<file path="config.mk">
export PLATFORM = sky130hd
export DESIGN_NAME = gpc_pin_control
export DESIGN_NICKNAME = d
export VERILOG_FILES = /design/src/gpc_pkg.sv /design/src/gpc_pin_control.sv
export SDC_FILE = /design/constraint.sdc
export NUM_CORES = 1
export LEC_CHECK = 0
export BUFFER_PORTS_ARGS = -buffer_cell sky130_fd_sc_hd__buf_2
export CAP_MARGIN = 30
export CORE_UTILIZATION = 40
export CTS_BUF_LIST = sky130_fd_sc_hd__clkbuf_4
export DETAILED_ROUTE_END_ITERATION = 16
export MAX_ROUTING_LAYER = met4
export SETUP_SLACK_MARGIN = 0.4
export SYNTH_ARGS = -nofsm -noshare
export SYNTH_HDL_FRONTEND = slang
export SYNTH_SLANG_ARGS = --single-unit
export TNS_END_PERCENT = 10
</file>
<file path="constraint.sdc">
create_clock -name i_ref_clk -period 1.4 [get_ports i_ref_clk]
set_input_delay 0.07 -clock i_ref_clk [delete_from_list [all_inputs] [get_ports i_ref_clk]]
set_output_delay 0.07 -clock i_ref_clk [all_outputs]
set_load 0.1 [all_outputs]
</file>
<file path="src/gpc_pkg.sv">
// Package for the general purpose pin block: register map, reset values, pin roles.
// Assumes a single core clock domain and a configuration-space register port.
package gpc_pkg;

   // ---------------------------------------------------------------------------
   // Sizes
   // ---------------------------------------------------------------------------
   localparam int unsigned NUM_PINS        = 32;
   localparam int unsigned CFG_ADDR_W      = 12;

   // ---------------------------------------------------------------------------
   // Register offsets in the upstream port configuration space (byte addresses)
   // ---------------------------------------------------------------------------
   localparam logic [11:0] OFS_PIN_FUNCTION_SELECT  = 12'h200;
   localparam logic [11:0] OFS_PIN_DIRECTION_SELECT = 12'h204;
   localparam logic [11:0] OFS_PIN_DATA_VALUE       = 12'h208;

   // ---------------------------------------------------------------------------
   // Reset values
   // ---------------------------------------------------------------------------
   localparam logic [31:0] RST_FUNCTION  = 32'h0000_0000;
   localparam logic [31:0] RST_DIRECTION = 32'h0000_0000;
   localparam logic [31:0] RST_DATA      = 32'h0000_0000;

   // ---------------------------------------------------------------------------
   // Alternate function pin positions
   // ---------------------------------------------------------------------------
   localparam int unsigned PIN_EVENT_OUT      = 5;
   localparam int unsigned PIN_PORT_RST_FIRST = 6;
   localparam int unsigned NUM_PORT_RST       = 15;
   localparam int unsigned PIN_EXP_INT_FIRST  = 21;
   localparam int unsigned NUM_EXP_INT_LOW    = 8;
   localparam int unsigned PIN_EXP_INT_HIGH   = 31;
   localparam int unsigned EXP_INT_HIGH_IDX   = 10;
   localparam int unsigned NUM_EXP_INT        = 11;

   // Mask of pins whose alternate function drives the pin.
   localparam logic [31:0] ALT_OUT_MASK  = 32'h001F_FFE0;
   // Mask of pins whose alternate function is an input.
   localparam logic [31:0] ALT_IN_MASK   = 32'h9FE0_0000;

   // ---------------------------------------------------------------------------
   // Timing
   // ---------------------------------------------------------------------------
   localparam int unsigned CLK_PERIOD_PS  = 8000;
   localparam int unsigned SAMPLE_TIME_PS = 128000;
   localparam int unsigned SAMPLE_CYCLES  = (SAMPLE_TIME_PS + CLK_PERIOD_PS - 1) / CLK_PERIOD_PS;
   localparam int unsigned SAMPLE_CNT_W   = $clog2(SAMPLE_CYCLES);

   // ---------------------------------------------------------------------------
   // Carriers
   // ---------------------------------------------------------------------------
   typedef struct packed {
      logic                  rd;
      logic                  wr;
      logic [CFG_ADDR_W-1:0] addr;
      logic [31:0]           wdata;
   } gpc_cfg_req_t;

   typedef struct packed {
      logic        valid;
      logic [31:0] rdata;
   } gpc_cfg_rsp_t;

   typedef struct packed {
      logic [31:0] out;
      logic [31:0] oe;
   } gpc_pin_drv_t;

endpackage : gpc_pkg

</file>
<file path="src/gpc_pin_control.sv">
// General purpose pin block: 32 pins as input, output or alternate function.
// Assumes register requests come synchronous to i_ref_clk and pins pass through pads.
//
// Overview of operation
// - Thirty-two pins, each independently an input or an output; pins 5 to 28 and 31 also have an alternate function.
// - Function bit 0 plus direction picks input/output; function 1 picks alternate.
// - After reset every pin is a general input with driver off.
// - Inputs are synchronised and sampled once per 128 ns interval.
// - In general mode the pin's alternate function is held inactive.
// - General inputs are captured into the pin data register.
// - Pin data reads return the sampled pin level in every mode.
// - General outputs drive the stored pin data bit onto the pin.
// - Pin 5 alternate function is the general event output.
// - Pins 6 to 20 alternate function are downstream port resets 1 to 15.
// - Pins 21 to 28 are expander interrupts 0 to 7, pin 31 is 10.
// - The three registers live in upstream port configuration space.
// - Alternate pins follow their function and remain readable through pin data.
module gpc_pin_control #(
   parameter int unsigned PINS = gpc_pkg::NUM_PINS
) (
   // Clock and reset
   input  wire logic                                  i_ref_clk,
   input  wire logic                                  i_rst,
   // Configuration space register port
   input  wire gpc_pkg::gpc_cfg_req_t                 i_cfg_req,
   output gpc_pkg::gpc_cfg_rsp_t                      o_cfg_rsp,
   // Pins
   input  wire logic [PINS-1:0]                       i_pin,
   output logic      [PINS-1:0]                       o_pin,
   output logic      [PINS-1:0]                       o_pin_oe,
   // Alternate function sources (active low, from on-chip logic)
   input  wire logic                                  i_general_event_out_n,
   input  wire logic [gpc_pkg::NUM_PORT_RST-1:0]      i_port_reset_out_n,
   // Alternate function sinks (active low, to expander logic)
   output logic      [gpc_pkg::NUM_EXP_INT-1:0]       o_expander_interrupt_n
);
   import gpc_pkg::*;

   if (PINS != NUM_PINS) begin : g_bad_pins
      $error("gpc_pin_control: PINS must equal 32");
   end

   // ---------------------------------------------------------------------------
   // Address decode
   // ---------------------------------------------------------------------------
   function automatic logic [1:0] reg_sel(input logic [CFG_ADDR_W-1:0] a);
      unique case (a)
         OFS_PIN_FUNCTION_SELECT:  reg_sel = 2'h1;
         OFS_PIN_DIRECTION_SELECT: reg_sel = 2'h2;
         OFS_PIN_DATA_VALUE:       reg_sel = 2'h3;
         default:                  reg_sel = 2'h0;
      endcase
   endfunction : reg_sel

   // ---------------------------------------------------------------------------
   // State
   // ---------------------------------------------------------------------------
   logic [31:0]             func_r,    func_nxt;
   logic [31:0]             dir_r,     dir_nxt;
   logic [31:0]             dout_r,    dout_nxt;
   logic [31:0]             sync1_r,   sync1_nxt;
   logic [31:0]             sync2_r,   sync2_nxt;
   logic [31:0]             smp_r,     smp_nxt;
   logic [SAMPLE_CNT_W-1:0] cnt_r,     cnt_nxt;
   gpc_cfg_rsp_t            rsp_r,     rsp_nxt;
   gpc_pin_drv_t            drv_r,     drv_nxt;
   logic [NUM_EXP_INT-1:0]  xint_r,    xint_nxt;
   logic [1:0]              sel;
   logic                    tick;

   assign sel  = reg_sel(i_cfg_req.addr);
   assign tick = (cnt_r == SAMPLE_CNT_W'(SAMPLE_CYCLES - 1));

   // ---------------------------------------------------------------------------
   // Register file and sampling
   // ---------------------------------------------------------------------------
   always_comb begin
      func_nxt  = func_r;
      dir_nxt   = dir_r;
      dout_nxt  = dout_r;
      rsp_nxt   = '0;
      sync1_nxt = i_pin;
      sync2_nxt = sync1_r;
      cnt_nxt   = tick ? '0 : cnt_r + 1'b1;
      smp_nxt   = tick ? sync2_r : smp_r;
      if (i_cfg_req.wr) begin
         unique case (sel)
            2'h1:    func_nxt = i_cfg_req.wdata;
            2'h2:    dir_nxt  = i_cfg_req.wdata;
            2'h3:    dout_nxt = i_cfg_req.wdata;
            default: ;
         endcase
      end
      if (i_cfg_req.rd || i_cfg_req.wr) begin
         rsp_nxt.valid = 1'b1;
      end
      if (i_cfg_req.rd) begin
         unique case (sel)
            2'h1:    rsp_nxt.rdata = func_r;
            2'h2:    rsp_nxt.rdata = dir_r;
            2'h3:    rsp_nxt.rdata = smp_r;
            default: rsp_nxt.rdata = 32'h0000_0000;
         endcase
      end
   end

   always_ff @(posedge i_ref_clk) begin
      if (i_rst) begin
         func_r  <= RST_FUNCTION;
         dir_r   <= RST_DIRECTION;
         dout_r  <= RST_DATA;
         sync1_r <= '0;
         sync2_r <= '0;
         smp_r   <= '0;
         cnt_r   <= '0;
         rsp_r   <= '0;
      end else begin
         func_r  <= func_nxt;
         dir_r   <= dir_nxt;
         dout_r  <= dout_nxt;
         sync1_r <= sync1_nxt;
         sync2_r <= sync2_nxt;
         smp_r   <= smp_nxt;
         cnt_r   <= cnt_nxt;
         rsp_r   <= rsp_nxt;
      end
   end

   // ---------------------------------------------------------------------------
   // Pin drivers, one slice per pin
   // ---------------------------------------------------------------------------
   logic [31:0] alt_src;

   always_comb begin
      alt_src                  = 32'hFFFF_FFFF;
      alt_src[PIN_EVENT_OUT]   = i_general_event_out_n;
      alt_src[PIN_PORT_RST_FIRST +: NUM_PORT_RST] = i_port_reset_out_n;
   end

   for (genvar p = 0; p < 32; p++) begin : g_pin
      always_comb begin
         if (func_r[p]) begin
            drv_nxt.out[p] = alt_src[p];
            drv_nxt.oe[p]  = ALT_OUT_MASK[p];
         end else begin
            drv_nxt.out[p] = dout_r[p];
            drv_nxt.oe[p]  = dir_r[p];
         end
      end
   end

   // ---------------------------------------------------------------------------
   // Expander interrupt inputs, inactive high unless alternate function selected
   // ---------------------------------------------------------------------------
   always_comb begin
      xint_nxt = '1;
      for (int i = 0; i < NUM_EXP_INT_LOW; i++) begin
         if (func_r[PIN_EXP_INT_FIRST + i]) begin
            xint_nxt[i] = sync2_r[PIN_EXP_INT_FIRST + i];
         end
      end
      if (func_r[PIN_EXP_INT_HIGH]) begin
         xint_nxt[EXP_INT_HIGH_IDX] = sync2_r[PIN_EXP_INT_HIGH];
      end
   end

   always_ff @(posedge i_ref_clk) begin
      if (i_rst) begin
         drv_r  <= '0;
         xint_r <= '1;
      end else begin
         drv_r  <= drv_nxt;
         xint_r <= xint_nxt;
      end
   end

   assign o_cfg_rsp              = rsp_r;
   assign o_pin                  = drv_r.out;
   assign o_pin_oe               = drv_r.oe;
   assign o_expander_interrupt_n = xint_r;
endmodule : gpc_pin_control

</file>
==> qor.csv <==
metric,value,unit
clk_path_buf_depth,3,
cts_made_buffers,81,
synth_top_family_by_area,simple AND/OR/NAND/NOR gates,
yosys.area_share.simple,20.8,%
tightest_slew,0.685,ns
clock_latency,0.68,ns
gr-total-overflow,0,
dr.pass1.iters,4,
clkSlewWorstSetupHoldPaths,0.06,ns
final_nets,1456,
crit_required,1.33,ns
cts-root-buf,clkbuf_4,
dieArea,26900,µm²
synth_top_cell_by_area,dfxtp_1,
cp_max_fo,1,
die_w,164,µm
fin_tns_setup,0,ns
synth_ff_type,dfxtp_1,
crit_family,flip-flops,
numClockSinks,302,
port-buffer-count,201,
cpPeakStageDelay,0.37,ns
synth_cells,999,
powerDensity,1130,nW/µm²
p_leak,0.00665,µW
finalSetupViolations,0,
hp-class,input pin to flip-flop,
synth_compound_area_share,4.34,%
routed_via_density,4.65,
finalWirelength,27700,µm
place.gp.congestion,0.741,
skew,0.0432,ns
synth.distinct_cells,28,
synth_edf_count,0,
drt_iter0_markers,369,
critPathLaunchType,flip-flop,
ios,204,
grt_pass1_wl,42100,µm
dp_hpwl,15600,µm
start_util,41.2,%
crit_slowest_cell,dfxtp_4,
yosysWarnings,0,
endpoint_kind,output pin,
finalMaxSlewViolations,0,
async_flop_share,0,%
syn_area_per_cell,10.5,µm²
fin_crit,1.30,ns
cp_num_buf_inv,1,
cts_tree,built,
relSlewSlack,54.2,%
rsz0062_at_grt,true,
fin_crit_sh,92.6,%
wire_per_inst,15.9,µm
seq_area_frac_synth,57.6,%
synthToLayoutAreaGrowth,49.0,%
synth_area,10500,µm²
status,"complete, no violations",
via_count,8122,
core,25500,µm²
htree_levels,3,
critical_path_class,flip-flop to output pin,
vdd_drop_max,0.604,mV
synth.most_common_cell,dfxtp_1,
grt_use_total,20.9,%
placementRows,58,
fp.dieH,164,µm
ys_ff_latch,302,
antenna_found_initial,1,
grt_max_degree,106,
drive_above_1_share,31.1,%
synthMuxAreaShare,13.7,%
post-cts-setup-buffers,0,
critical_path.cell_chain,buf_12,
fmax,771,MHz
synthAdderAreaFrac,0.119,%
synth_xor_area_share,0.0834,%
drc_errors,0,
holdWs,0.0244,ns
postRouteAntennaNets,0,
synth_top_cell_area_share,57.6,%
synth_common_cells,"302 x dfxtp_1, 144 x mux2i_1, 128 x nand2b_1, 100 x nor2_1, 66 x nand2_1",
grt_pass1_vias,8168,
hold_violations,0,
cap_violations,0,
ys_top_cells_by_area,"dfxtp_1 58%, mux2i_1 14%, nand2b_1 7.6%, nor2b_1 3.9%, nor2_1 3.6%",
arrival,1.23,ns
-- path summary, 6_finish.rpt --
| path | depth (start not counted) | slack (ns) | startpoint | endpoint |
|---|---|---|---|---|
| setup / recovery | 1 | 0.10 | o_cfg_rsp[25]$_SDFF_PP0_ | o_cfg_rsp[25] |
| hold / removal | 5 | 0.02 | i_cfg_req[37] | o_cfg_rsp[23]$_SDFF_PP0_ |
| setup reg to reg | 5 | 0.18 | cnt_r[0]$_SDFF_PP0_ | smp_r[11]$_SDFFE_PP0P_ |
| hold reg to reg | 1 | 0.40 | sync1_r[30]$_SDFF_PP0_ | sync2_r[30]$_SDFF_PP0_ |
-- what timing repair did --
| item | 4_1_cts | 5_1_grt |
|---|---|---|
| endpoints found under the setup margin | 144 | 165 |
| hold endpoints to repair | 259 | 45 |
| resized for setup | 411 | 33 |
| hold buffers | 102 | 12 |
-- routing by layer --
metal	track usage, %	wire (µm)
met1	24.3	12100
met2	34.7	13700
met3	5.10	1360
met4	7.91	631
met5	-	0
-- state kept, by name, summed over array words and instances, names as in the netlist --
register,flops
smp_r,32
sync2_r,32
o_pin_oe,32
o_pin,32
dout_r,32
o_expander_interrupt_n,9
cnt_r,4
sync1_r,32
o_cfg_rsp,33
dir_r,32
func_r,32
-- logic make-up after synthesis --
group                    Yosys count
AND/OR/NAND/NOR                  414
flip-flops                       302
multiplexers                     144
buffers and inverters             69
AO/OA/AOI/OAI                     67
adder cells (fa/ha/maj)            1
other                              1
XOR/XNOR                           1
-- cell type report --
type,instances,area (µm²)
sequential,302,6140
inverter,1,3.75
clock inverter,18,153
multi-input combinational,629,4170
clock buffer,120,901
timing repair buffer,344,3860
antenna,4,10.0
fill,2052,9830
tap,330,413
-- where the power goes --
part | total (µW) | internal [µW] | switching (µW)
clock | 7970 | 4450 | 3520
sequential | 8710 | 8680 | 34.7
combinational | 956 | 530 | 426
total | 17600 | 13700 | 3980
-- per-stage QoR --
| stage | utilization (%) | instances | area [µm²] | worst slack [ns] | power (µW) |
|---|---|---|---|---|---|
| global placement | 47.0 | 1492 | 12000 | -0.0398 | 9580 |
| global route | 61.4 | 1748 | 15600 | 0.0256 | 18500 |
| finish | 61.4 | 1748 | 15600 | 0.104 | 17600 |
| detailed placement | 47.0 | 1492 | 12000 | -0.0752 | 9580 |
| CTS | 60.5 | 1732 | 15400 | 0.0515 | 17800 |
| floorplan | - | 1000 | 10600 | 0.235 | 9310 |
-- cell usage in the layout, fill, tap and decap left out, types with 3 or more instances in the layout --
master	Yosys	final
nand2_1	66	66
dlygate4sd3_1	0	114
dfxtp_4	0	5
dfxtp_1	302	236
buf_6	9	23
diode_2	0	4
clkinv_1	0	12
a2bb2oi_1	32	32
buf_8	0	5
or2_2	9	9
nand2b_1	128	128
nor3_1	33	33
buf_4	3	20
nor2_1	100	100
a21oi_1	34	34
buf_2	8	94
bufinv_16	0	3
mux2i_1	144	144
buf_12	0	88
clkbuf_4	0	120
dfxtp_2	0	61
nor2b_1	65	64
(Power assumes the default switching activity.)
